--- src/hdl/rcem_defines.svh ---
// register offsets, field positions, reset values and timing counts
`ifndef RCEM_DEFINES_SVH
`define RCEM_DEFINES_SVH
// printed offsets are not all multiples of four: index, byte address = 4 x index
`define RCEM_IDX_CMP_SET      8'h1B
`define RCEM_IDX_ENV_SET      8'h1C
`define RCEM_IDX_SHUTOFF      8'h1D
`define RCEM_IDX_STATUS       8'h1E
`define RCEM_IDX_ENV_MON      8'h1F
`define RCEM_IDX_DRIFT_MON    8'h20
`define RCEM_IDX_AVG_MON      8'h21
`define RCEM_IDX_CTRL         8'h30
`define RCEM_IDX_IRQ_STAT     8'h31
`define RCEM_IDX_IRQ_MASK     8'h32
`define RCEM_RST_CMP_SET      8'h60
`define RCEM_RST_ENV_SET      8'h88
`define RCEM_RST_SHUTOFF      8'h00
`define RCEM_RST_CTRL         8'h00
// status register bit positions
`define RCEM_ST_LOCK          7
`define RCEM_ST_STRENGTH      6
`define RCEM_ST_NOISE         5
`define RCEM_ST_PREAMBLE      4
// control register bit positions
`define RCEM_CTL_SHUTOFF_B    0
`define RCEM_CTL_QC2_EN       1
`define RCEM_CTL_ASK          2
`define RCEM_CTL_NIR_EN       3
// interrupt bit positions
`define RCEM_IRQ_SHUTOFF      0
`define RCEM_IRQ_LOCK_LOSS    1
`define RCEM_IRQ_DETECT       2
// shut-off unit: 2^15 reference periods; zero code means 255 units
`define RCEM_SHUTOFF_UNIT     32768
`define RCEM_SHUTOFF_ZERO_N   8'hFF
// drift saturation: 165.75 kHz at 0.65 kHz/LSB is the 8-bit full scale, 255
`define RCEM_DRIFT_SAT        8'hFF
`endif

--- src/hdl/rcem_pkg.sv ---
// types shared by the register bank
package rcem_pkg;
  typedef enum logic [1:0] {
    RCEM_ST_SAVE = 2'b00,
    RCEM_ST_RUN  = 2'b01,
    RCEM_ST_OFF  = 2'b10
  } rcem_run_state_t;
  typedef struct packed {
    logic [2:0] track_coef;    // comparator_track_coef
    logic [1:0] filt_freq;     // interference_filter_freq
    logic       trim_a;        // filter_trim_a
  } rcem_cmp_cfg_t;
  typedef struct packed {
    logic [2:0] discharge;     // envelope_discharge_coef
    logic [1:0] charge;        // envelope_charge_coef
    logic       trim_b;
    logic       trim_c;
    logic       trim_d;
  } rcem_env_cfg_t;
  typedef struct packed {
    logic       lock;
    logic       strength;
    logic       noise;
    logic       preamble;
  } rcem_detect_t;
endpackage : rcem_pkg

--- src/hdl/rcem_regs.sv ---
// receiver comparator / envelope / shut-off register bank with APB slave
// How it works
// RULE1: reference tracks with nr over filter clock
// RULE2: tracking code selects nr 128..1365.3
// RULE3: filter corner code 631/659/689/712 kHz
// RULE4: host programs trim bits for detection type
// RULE5: discharge code selects tr, ASK with QC2
// RULE6: charge code selects tp, ASK with QC2
// RULE7: timeout 2^15 periods times n-1, zero 255
// RULE8: timeout without detection enters battery saving
// RULE9: new duration loads only entering run
// RULE10: nonvolatile load mode locks duration at reset
// RULE11: status bit 7 shows PLL lock
// RULE12: bits 6..4 mirror detection outputs
// RULE13: status bits 3..0 read zero
// RULE14: envelope monitor, zero in FSK
// RULE15: drift monitor saturates, zero when disabled
// RULE16: average monitor, zero when disabled
// RULE17: monitor reads harmless, writes ignored
`timescale 1ns/1ns
`include "rcem_defines.svh"
module rcem_regs
  import rcem_pkg::*;
#(
  parameter int SHUTOFF_UNIT = `RCEM_SHUTOFF_UNIT  // ref periods per duration step
) (
  input  wire logic        pclk,            // apb clock, 125 MHz
  input  wire logic        presetn,         // async reset, active low
  input  wire logic        clk_en,          // freezes all state when low
  input  wire logic        psel,            // apb select
  input  wire logic        penable,         // apb access phase
  input  wire logic        pwrite,          // apb write
  input  wire logic [11:0] paddr,           // apb byte address
  input  wire logic [31:0] pwdata,          // apb write data
  output logic      [31:0] prdata,          // apb read data
  output logic             pready,          // apb ready
  output logic             pslverr,         // apb error
  input  wire logic        ref_tick,        // reference clock period pulse
  input  wire logic        wake_req,        // leave saving/standby for run
  input  wire logic        nvm_mode,        // config from nonvolatile memory
  input  wire logic        digital_en,      // digital block enabled
  input  wire rcem_detect_t det_pins,       // lock and detection, async
  input  wire logic [7:0]  envelope_in,     // envelope_level_value source
  input  wire logic [8:0]  drift_in,        // reference_drift_value, 9 bit
  input  wire logic [7:0]  average_in,      // reference_average_value
  input  wire logic        qc1_settled,     // quick charge 1 settling done
  input  wire logic        qc2_below_th,    // |vref-vi| below threshold
  output rcem_cmp_cfg_t    cmp_cfg,         // comparator settings
  output rcem_env_cfg_t    env_cfg,         // envelope settings
  output logic [12:0]      track_nr_x3,     // 3 x nr for tracking
  output logic             track_active,    // nr tracking in force
  output logic [9:0]       corner_khz,      // filter corner in kHz
  output logic [11:0]      tr_x3,           // 3 x tr
  output logic [6:0]       tp_val,          // tp
  output logic             env_coef_valid,  // envelope fields in force
  output logic             batt_save,       // battery saving request
  output logic             irq              // level interrupt
);

  // --------------------------------------------------------------
  // input synchronisers
  // --------------------------------------------------------------
  rcem_detect_t det_s1_q, det_s2_q;
  always_ff @(posedge pclk or negedge presetn) begin
    if (!presetn) begin
      det_s1_q <= '0;
      det_s2_q <= '0;
    end else if (clk_en) begin
      det_s1_q <= det_pins;
      det_s2_q <= det_s1_q;
    end
  end

  // --------------------------------------------------------------
  // apb decode
  // --------------------------------------------------------------
  function automatic logic [7:0] idx_of(input logic [11:0] a);
    idx_of = a[9:2];
  endfunction : idx_of

  logic       wr_en;
  logic [7:0] widx;
  logic [7:0] wbyte;
  logic       mapped;
  assign pready = 1'b1;
  assign wr_en  = psel & penable & pwrite & clk_en;
  assign widx   = idx_of(paddr);
  assign wbyte  = pwdata[7:0];
  always_comb begin
    mapped = (paddr[1:0] == 2'h0) && (paddr[11:10] == 2'h0) &&
             ((widx >= `RCEM_IDX_CMP_SET && widx <= `RCEM_IDX_AVG_MON) ||
              (widx >= `RCEM_IDX_CTRL && widx <= `RCEM_IDX_IRQ_MASK));
  end
  assign pslverr = psel & penable & ~mapped;

  // --------------------------------------------------------------
  // writable registers
  // --------------------------------------------------------------
  logic [7:0] cmp_set_q, env_set_q, shutoff_q, ctrl_q, irq_mask_q;
  always_ff @(posedge pclk or negedge presetn) begin
    if (!presetn) begin
      cmp_set_q  <= `RCEM_RST_CMP_SET;
      env_set_q  <= `RCEM_RST_ENV_SET;
      shutoff_q  <= `RCEM_RST_SHUTOFF;
      ctrl_q     <= `RCEM_RST_CTRL;
      irq_mask_q <= 8'h00;
    end else if (clk_en) begin
      if (nvm_mode) begin
        shutoff_q <= `RCEM_RST_SHUTOFF;           // [RULE10]
      end else if (wr_en && widx == `RCEM_IDX_SHUTOFF) begin
        shutoff_q <= wbyte;
      end
      if (wr_en) begin
        unique case (widx)
          `RCEM_IDX_CMP_SET:  cmp_set_q  <= wbyte;
          `RCEM_IDX_ENV_SET:  env_set_q  <= wbyte;
          `RCEM_IDX_CTRL:     ctrl_q     <= {4'h0, wbyte[3:0]};
          `RCEM_IDX_IRQ_MASK: irq_mask_q <= {5'h00, wbyte[2:0]};
          default: ;                               // read-only ignored [RULE17]
        endcase
      end
    end
  end

  logic shutoff_b_en, qc2_en, ask_mode;
  assign shutoff_b_en = ctrl_q[`RCEM_CTL_SHUTOFF_B];
  assign qc2_en       = ctrl_q[`RCEM_CTL_QC2_EN];
  assign ask_mode     = ctrl_q[`RCEM_CTL_ASK];
  assign cmp_cfg      = rcem_cmp_cfg_t'(cmp_set_q[5:0]);
  assign env_cfg      = rcem_env_cfg_t'(env_set_q);

  // --------------------------------------------------------------
  // coefficient decode (3 x value keeps thirds exact)
  // --------------------------------------------------------------
  function automatic logic [12:0] x3_of(input logic [2:0] c, input logic [12:0] base);
    logic [12:0] even;
    even = base << c[2:1];
    x3_of = c[0] ? 13'(even * 13'd4) : 13'(even * 13'd3);
  endfunction : x3_of

  always_comb begin
    track_nr_x3    = x3_of(cmp_cfg.track_coef, 13'd128);             // [RULE2]
    tr_x3          = 12'(x3_of(env_cfg.discharge, 13'd64));          // [RULE5]
    tp_val         = 7'(7'd8 << env_cfg.charge);                    // [RULE6]
    env_coef_valid = ask_mode & qc2_en;                              // [RULE5] [RULE6]
    track_active   = ~qc2_en | qc1_settled | qc2_below_th;          // [RULE1]
    unique case (cmp_cfg.filt_freq)                                  // [RULE3]
      2'b00: corner_khz = 10'd631;
      2'b01: corner_khz = 10'd659;
      2'b10: corner_khz = 10'd689;
      2'b11: corner_khz = 10'd712;
    endcase
  end

  // --------------------------------------------------------------
  // shut-off timer
  // --------------------------------------------------------------
  rcem_run_state_t st_q;
  logic [7:0]  dur_q;
  logic [7:0]  units_q;
  logic [15:0] sub_q;
  logic        detected, timeout;
  assign detected = det_s2_q.strength | det_s2_q.noise | det_s2_q.preamble;
  assign timeout  = (units_q == 8'h00);  // whole units used up, n=1 at once

  // duration latched only entering run
  always_ff @(posedge pclk or negedge presetn) begin
    if (!presetn) begin
      st_q    <= RCEM_ST_SAVE;
      dur_q   <= 8'h00;
      units_q <= 8'h00;
      sub_q   <= 16'h0000;
    end else if (clk_en) begin
      unique case (st_q)
        RCEM_ST_SAVE: begin
          if (wake_req) begin
            st_q    <= RCEM_ST_RUN;
            dur_q   <= shutoff_q;                                    // [RULE9]
            units_q <= (shutoff_q == 8'h00) ? `RCEM_SHUTOFF_ZERO_N   // [RULE7]
                                            : 8'(shutoff_q - 8'h01);
            sub_q   <= 16'(SHUTOFF_UNIT - 1);
          end
        end
        // saving held until run is dropped; next rise reloads the duration
        RCEM_ST_OFF: begin
          if (!wake_req) begin
            st_q <= RCEM_ST_SAVE;
          end
        end
        RCEM_ST_RUN: begin
          if (!wake_req) begin
            st_q <= RCEM_ST_SAVE;
          end else if (shutoff_b_en && !detected) begin
            if (timeout) begin
              st_q <= RCEM_ST_OFF;                                   // [RULE8]
            end else if (ref_tick) begin
              if (sub_q == 16'h0000) begin
                units_q <= units_q - 8'h01;
                sub_q   <= 16'(SHUTOFF_UNIT - 1);
              end else begin
                sub_q <= sub_q - 16'h0001;
              end
            end
          end
        end
        default: st_q <= RCEM_ST_SAVE;
      endcase
    end
  end
  assign batt_save = (st_q == RCEM_ST_OFF);

  // --------------------------------------------------------------
  // monitors and interrupts
  // --------------------------------------------------------------
  logic [7:0] status_v, env_v, drift_v, avg_v;
  always_comb begin
    status_v = {det_s2_q.lock, det_s2_q.strength,                    // [RULE11] [RULE12]
                det_s2_q.noise, det_s2_q.preamble, 4'h0};           // [RULE13]
    env_v    = ask_mode ? envelope_in : 8'h00;                       // [RULE14]
    drift_v  = !digital_en ? 8'h00 :                                 // [RULE15]
               (drift_in[8] ? `RCEM_DRIFT_SAT : drift_in[7:0]);
    avg_v    = digital_en ? average_in : 8'h00;                      // [RULE16]
  end

  logic [2:0] irq_stat_q;
  logic       lock_d1_q, det_d1_q, off_d1_q;
  logic [2:0] ev;
  assign ev = {detected & ~det_d1_q, ~det_s2_q.lock & lock_d1_q, batt_save & ~off_d1_q};
  // events set, write one clears; set wins
  always_ff @(posedge pclk or negedge presetn) begin
    if (!presetn) begin
      irq_stat_q <= 3'h0;
      lock_d1_q  <= 1'b0;
      det_d1_q   <= 1'b0;
      off_d1_q   <= 1'b0;
    end else if (clk_en) begin
      lock_d1_q  <= det_s2_q.lock;
      det_d1_q   <= detected;
      off_d1_q   <= batt_save;
      irq_stat_q <= (irq_stat_q & ~((wr_en && widx == `RCEM_IDX_IRQ_STAT) ?
                    wbyte[2:0] : 3'h0)) | ev;
    end
  end
  assign irq = |(irq_stat_q & irq_mask_q[2:0]);

  // read mux; reads have no side effects
  always_ff @(posedge pclk or negedge presetn) begin
    if (!presetn) begin
      prdata <= 32'h0000_0000;
    end else if (clk_en && psel && !penable && !pwrite) begin
      unique case (widx)                                             // [RULE17]
        `RCEM_IDX_CMP_SET:   prdata <= {24'h0, cmp_set_q};
        `RCEM_IDX_ENV_SET:   prdata <= {24'h0, env_set_q};
        `RCEM_IDX_SHUTOFF:   prdata <= {24'h0, shutoff_q};
        `RCEM_IDX_STATUS:    prdata <= {24'h0, status_v};
        `RCEM_IDX_ENV_MON:   prdata <= {24'h0, env_v};
        `RCEM_IDX_DRIFT_MON: prdata <= {24'h0, drift_v};
        `RCEM_IDX_AVG_MON:   prdata <= {24'h0, avg_v};
        `RCEM_IDX_CTRL:      prdata <= {24'h0, ctrl_q};
        `RCEM_IDX_IRQ_STAT:  prdata <= {29'h0, irq_stat_q};
        `RCEM_IDX_IRQ_MASK:  prdata <= {24'h0, irq_mask_q};
        default:             prdata <= 32'h0000_0000;
      endcase
    end
  end
endmodule : rcem_regs

--- config.mk ---
export PLATFORM = sky130hd
export DESIGN_NAME = rcem_regs
export DESIGN_NICKNAME = d
export VERILOG_FILES = /design/src/hdl/rcem_pkg.sv /design/src/hdl/rcem_regs.sv
export VERILOG_INCLUDE_DIRS = /design/src /design/src/hdl
export SDC_FILE = /design/constraint.sdc
export NUM_CORES = 1
export LEC_CHECK = 0
export BUFFER_PORTS_ARGS = -buffer_cell sky130_fd_sc_hd__buf_2
export CAP_MARGIN = 20
export CORE_UTILIZATION = 30
export DETAILED_ROUTE_END_ITERATION = 16
export SYNTH_ARGS = -nofsm -noshare
export SYNTH_HDL_FRONTEND = slang
export SYNTH_SLANG_ARGS = --single-unit
--- constraint.sdc ---
create_clock -name pclk -period 1.77 [get_ports pclk]
set_input_delay 0.2655 -clock pclk [delete_from_list [all_inputs] [get_ports pclk]]
set_output_delay 0.2655 -clock pclk [all_outputs]
set_load 0.01 [all_outputs]
==> results of run 1 <==
[cell families after synthesis]
family | Yosys count | share of synthesized area
buffers and inverters | 100 | 0.108
adders and majority gates | 25 | 0.0567
AOI/OAI and AO/OA | 137 | 0.182
muxes | 44 | 0.0891
DFF | 79 | 0.359
xor gates and xnor gates | 6 | 0.00952
other | 2 | 0.00136
and+or+nand+nor | 200 | 0.194
[through the flow]
stage	utilization	setup slack, ns	area, um^2
6_report	0.427	-0.343	7700
3_3_place_gp	0.377	-0.132	6800
5_1_grt	0.427	-0.466	7700
3_5_place_dp	0.377	-0.189	6800
2_1_floorplan	-	-0.0166	5680
4_1_cts	0.416	-0.345	7500
[synthesized netlist by cell type, types with 3 or more instances]
master	n	area [um^2]
dfrtp_1	75	1880
nand2_1	58	218
buf_4	53	398
mux2_2	41	462
o21ai_0	31	155
nor2_1	30	113
nor2b_1	27	169
ha_1	25	313
inv_1	23	86.3
nand3_1	19	95.1
clkbuf_1	15	56.3
nor3_1	15	75.1
a21oi_1	14	70.1
a31oi_1	10	62.6
nand4_1	9	56.3
o21a_1	8	60.1
a22o_1	7	61.3
a32oi_1	7	61.3
nand2b_1	6	37.5
o21ai_1	6	30.0
o31ai_1	6	45.0
a221oi_1	5	43.8
a32o_1	5	50.1
and3_1	5	31.3
buf_2	5	25.0
a211oi_1	4	30.0
a22oi_1	4	30.0
dfstp_2	4	105
xor2_1	4	35.0
a222oi_1	3	30.0
a311oi_1	3	26.3
mux2i_1	3	30.0
nor3b_1	3	22.5
nor4_1	3	18.8
o32a_1	3	30.0
or2_2	3	18.8
[sequential cells by signal, indices dropped and copies added (netlist names), 8 cells and up]
| name | count |
|---|---|
| sub_q | 16 |
| env_cfg | 8 |
| units_q | 8 |
| shutoff_q | 8 |
| cmp_set_q | 8 |
| prdata | 8 |
[path summary, 6_finish.rpt]
path                                               start                  endpoint  slack (ns)
worst min-delay path                         det_pins[3]   det_s1_q[3]$_DFFE_PN0P_        0.15
worst min register to register     prdata[7]$_DFFE_PN0P_     prdata[7]$_DFFE_PN0P_        0.48
max in group asynchronous                        presetn  cmp_set_q[5]$_DFFE_PN1P_        0.71
worst max register to register   det_s2_q[0]$_DFFE_PN0P_     sub_q[10]$_DFFE_PN0P_       -0.13
min in group asynchronous                        presetn  cmp_set_q[2]$_DFFE_PN0P_        0.41
worst max-delay path            cmp_set_q[5]$_DFFE_PN1P_           track_nr_x3[10]       -0.34
[cell type report]
type                            instances  area [um^2]
Clock inverter                          6         43.8
Inverter                               24         95.1
Timing Repair Buffer                  230         1620
Tap cell                              229          287
Clock buffer                           10          239
Fill cell                            1772        10300
Sequential cell                        79         1990
Multi-Input combinational cell        455         3430
[per-layer routing]
metal	vias to the layer above	wire (um)	part of all wire	GRT usage
li1	2470	-	-	-
met4	2	233	0.015	0.0580
met1	2439	7300	0.47	0.227
met5	-	13	0.00084	0
met2	132	7380	0.47	0.274
met3	18	631	0.041	0.0291
[power by group]
part | switching [W] | leakage [nW] | internal (W)
sequential | 0.000220 | 0.961 | 0.00204
combinational | 0.000849 | 2.40 | 0.000840
clock | 0.000798 | 0.139 | 0.000996
[repair_timing]
| action | CTS | global route |
|---|---|---|
| buffers inserted | 13 | 6 |
| endpoints found under the setup margin | 36 | 35 |
| gates resized for setup | 63 | 33 |
| pin swaps | 23 | 22 |
| endpoints found under the hold margin | 30 | 0 |
| gates cloned | 0 | 1 |
| hold buffers | 1 | 0 |
==> metrics.txt, run 1 <==
vias per inst 4.90; Initial Util 0.306; Worst-Margin Slew 0.671 ns; commonest non-fill, non-tap cells in the layout buf_2, buf_4, dfrtp_1, nand2_1, conb_1; final setup fails 28; Num CTS Buffers 9; Worst Hold Depth 2; PnR worst setup slack -0.343 ns; WL/cell 15.1 um; share of cells above drive strength 1 0.444; final WL 15.6 mm; total power 0.00575 W; Detailed Routing Iterations Pass 1 5; antenna violations before repair 1; Final #Nets 909; Min Hold Slack 0.154 ns; die area 18900 um^2; crit end category output pin; boundary pin count 179; sequential fraction of the synthesis area 0.359; Synth Flop Type dfrtp_1; Leak Pwr 3.50 nW; number of synthesized register bits 79; Crit Path Max Fanout 3; reg2reg path depth 6; first-pass GRT wire length 24.8 mm; post-DP HPWL 11.4 mm; GRT Util Overall 0.169; clock root buffer clkbuf_16; number of diodes 0; grt total ovfl 0; Die H 138 um; TritonCTS clock tree yes; commonest non-fill, non-tap cell in the layout buf_2; CP max-delay cell dfstp_2; Port Buffer Count 111; Final Hold Vio Count 0; DR iter-0 viols 230; fin cells 1033; Avg Inst Size Synth 9.31 um^2; EDFF count, synth 0; Crit path largest cell delay 0.56 ns; clk buf depth 2; Tcrit/Tclk final 1.19; die width 138 um; Placed Cells 997; asr flop ratio synth 1.00; post-layout min period 2.11 ns; Residual DRC 0; CP cell instances inv_4 > ha_4 > ha_4 > a22oi_2 > xor2_1 > o21ai_1 > buf_2; clk_lat worst skew 0.34 ns; CP Buf/Inv Count 2; Req. time, crit path 1.50 ns; largest net degree at the start of global routing 36; CP most frequent cell ha_4; failing checks negative setup slack; Gate Count Post-Synth 593; synthesized area 5520 um^2; Slew Limit Fails 0; WS Path Type flop to output pin; Synth cell types 75; Critical Path AT 1.85 ns; vias in the first global route 4889; H-Tree Depth 3; core area 18000 um^2; PwrDens 746 nW/um^2; fmax 473 MHz; vias 5061; register clock-pin slew on the reported worst setup and hold paths 0.06 ns; clock sinks 79; status complete, but fails checks; Worst VDD drop 0.000488 V; gpl congestion 0.841; WP depth 7; row count 49; Area Growth Syn to Fin 39.6%; Setup TNS Final -2.90 ns; RSZ-0062 raised after global routing true; final antenna-violating net count 0; Worst Skew 0.00593 ns; critical path's top delay family flip-flops; Startpoint Class flop; Worst slew margin 0.549; yosys warns 0; HP Class primary input to flop; Max Cap Violations 0
Note: power is estimated with default switching activity, not from simulation.
==> run 2: changes to the inputs <==
--- a/config.mk
+++ b/config.mk
@@ -10,6 +10,8 @@
 export CAP_MARGIN = 20
 export CORE_UTILIZATION = 30
 export DETAILED_ROUTE_END_ITERATION = 16
+export HOLD_SLACK_MARGIN = 0.06
+export PLACE_DENSITY = 0.56
 export SYNTH_ARGS = -nofsm -noshare
 export SYNTH_HDL_FRONTEND = slang
 export SYNTH_SLANG_ARGS = --single-unit
==> run 2 against run 1 <==
Compared with the run above:
- the run still ends with negative setup slack left
- clock power grew 5%
- clock skew shrank 0.0014 ns
- clock-buffer cell count unchanged
- worst setup slack better by 0.030 ns
- flip-flop and latch count is the same
- sequential power grew 2%
- critical endpoint unchanged
==> metrics.txt, run 2 (synthesis gave the netlist of run 1 again) <==
final WL 15.5 mm (-0.12%); Worst-Margin Slew 0.505 ns (-0.167 ns); Slew Limit Fails 0 (unchanged); Die H 138 um (unchanged); CP Buf/Inv Count 2 (unchanged); Final #Nets 908 (-0.11%); worst slack at placement -0.157 ns (+0.0322 ns); Top reg by flops sub_q; Initial Util 0.306 (unchanged); fin cells 1033 (unchanged); Worst Skew 0.00454 ns (-0.00139 ns); sequential standard cell area 1990 um^2 (unchanged); vias per inst 4.87 (-0.67%); commonest non-fill, non-tap cell in the layout buf_2; layout filler cell count 1766 (-0.34%); CP max-delay cell dfstp_2; CP cell instances inv_4 > ha_4 > ha_4 > a22oi_2 > xor2_1 > o21ai_1 > buf_2; Area Growth Syn to Fin 42.0%; largest net degree at the start of global routing 31 (-14%); RSZ-0062 raised after global routing true; die width 138 um (unchanged); HP Class primary input to flop; Port Buffer Count 111 (unchanged); DR iter-0 viols 244 (+6.1%); vias 5027 (-0.67%); critical path's top delay family flip-flops; R2R Setup Slk -0.16 ns (-0.03 ns); grt total ovfl 0 (unchanged); CP most frequent cell ha_4; Critical Path AT 1.82 ns (-0.03 ns); clock root buffer clkbuf_16; Placed Cells 998 (+0.10%); Detailed Routing Iterations Pass 1 5 (unchanged); dpl cell area 6840 um^2 (+0.48%); Residual DRC 0 (unchanged); row count 49 (unchanged); Crit path largest cell delay 0.56 ns (about the same); Worst slew margin 0.660 (+0.111); Tcrit/Tclk final 1.18 (-0.0169); register clock-pin slew on the reported worst setup and hold paths 0.06 ns (about the same); Leak Pwr 3.56 nW (+1.7%); Hold Crit Endpoint det_s1_q[2]$_DFFE_PN0P_; clk_lat worst skew 0.34 ns (about the same); Min-Delay Startpoint det_pins[2]; first-pass GRT wire length 24.4 mm (-1.7%); die area 18900 um^2 (unchanged); H-Tree Depth 3 (unchanged); clk buf depth 2 (unchanged); WS Path Type flop to output pin; WL/cell 15.0 um (-0.12%); post-route cell area 7840 um^2 (+1.7%); post-layout min period 2.08 ns (-0.0300 ns); Startpoint Class flop; share of cells above drive strength 1 0.457 (+0.0130); final setup fails 31 (+11%); antenna violations before repair 1 (unchanged); Max Cap Violations 0 (unchanged); commonest non-fill, non-tap cells in the layout buf_2, buf_4, dfrtp_1, nand2_1, conb_1; TritonCTS clock tree yes; multi-input combinational cell area 3540 um^2 (+3.2%); crit end category output pin; max FFs per register 16 (unchanged); Worst VDD drop 0.000498 V (+2.0%); fmax 480 MHz (+1.4%); GRT Util Overall 0.168 (-0.00124); Req. time, crit path 1.50 ns (about the same); Crit Path Max Fanout 3 (unchanged); vias in the first global route 4814 (-1.5%); gpl congestion 0.844 (+0.37%); post-DP HPWL 11.5 mm (+1.2%); PnR worst setup slack -0.313 ns (+0.0300 ns); Min Hold Slack 0.157 ns (+0.00321 ns); Final Hold Vio Count 0 (unchanged); FF-to-FF End sub_q[15]$_DFFE_PN0P_; failing checks negative setup slack; clock sinks 79 (unchanged); core area 18000 um^2 (unchanged); PwrDens 751 nW/um^2 (+0.63%); Core Util, Final 0.435 (+0.00743); boundary pin count 179 (unchanged); Num CTS Buffers 9 (unchanged); reg2reg path depth 7 (+1); status complete, but fails checks; Worst Hold Depth 2 (unchanged); worst r2r src det_s2_q[1]$_DFFE_PN0P_; final antenna-violating net count 0 (unchanged)
run 2: layer usage:
layer,vias up,part of all wire,track usage
li1,2473,-,-
met1,2424,0.46,0.225
met2,118,0.50,0.276
met3,12,0.034,0.0217
met4,0,0.012,0.0598
met5,-,0,0
run 2: power by group:
group / internal [W] / switching (W) / leakage (nW)
Clock: 0.00110 / 0.000773 / 0.147
Combinational: 0.000847 / 0.000851 / 2.45
Sequential: 0.00204 / 0.000266 / 0.961
Total: 0.00399 / 0.00189 / 3.56
run 2: per-stage QoR:
| step | setup TNS, ns | total power, W |
|---|---|---|
| 2_1_floorplan | -0.0174 | 0.00306 |
| 3_3_place_gp | -1.42 | 0.00366 |
| 3_5_place_dp | -1.99 | 0.00367 |
| 4_1_cts | -2.41 | 0.00570 |
| 5_1_grt | -6.27 | 0.00621 |
| 6_report | -3.96 | 0.00588 |
run 2: how the worst max path moves through the flow:
stage,end,slack [ns],cells past startpoint,startpoint
final,track_nr_x3[10],-0.31,7,cmp_set_q[5]$_DFFE_PN1P_
after global routing,track_nr_x3[12],-0.41,8,cmp_set_q[5]$_DFFE_PN1P_
after CTS,track_nr_x3[10],-0.33,7,cmp_set_q[5]$_DFFE_PN1P_
after detailed placement,sub_q[5]$_DFFE_PN0P_,-0.16,6,det_s2_q[0]$_DFFE_PN0P_
after global placement,sub_q[5]$_DFFE_PN0P_,-0.15,6,det_s2_q[0]$_DFFE_PN0P_
after floorplan,tr_x3[9],-0.02,6,env_cfg[7]$_DFFE_PN1P_
run 2: timing repair:
action / in CTS / in global routing
resized for setup: 62 / 47
hold buffers: 1 / 0
gates cloned: 0 / 1
endpoints found under the setup margin: 37 / 38
pin swaps: 19 / 14
endpoints found under the hold margin: 22 / 0
buffers inserted: 11 / 5
run 2: cell type report:
cell class,instances,area share
Antenna cell,1,0.000319
Timing Repair Buffer,229,0.207
Multi-Input combinational cell,455,0.452
Clock inverter,6,0.00894
Inverter,24,0.0118
Tap cell,229,0.0366
Sequential cell,79,0.253
Clock buffer,10,0.0292
run 2: worst reg2reg max path, delay by kind of cell (launching register included):
kind	cells	cell delay (ns)
AOI/OAI and AO/OA	4	0.63
buffers and inverters	2	0.26
DFF	1	0.38
and+or+nand+nor	1	0.56
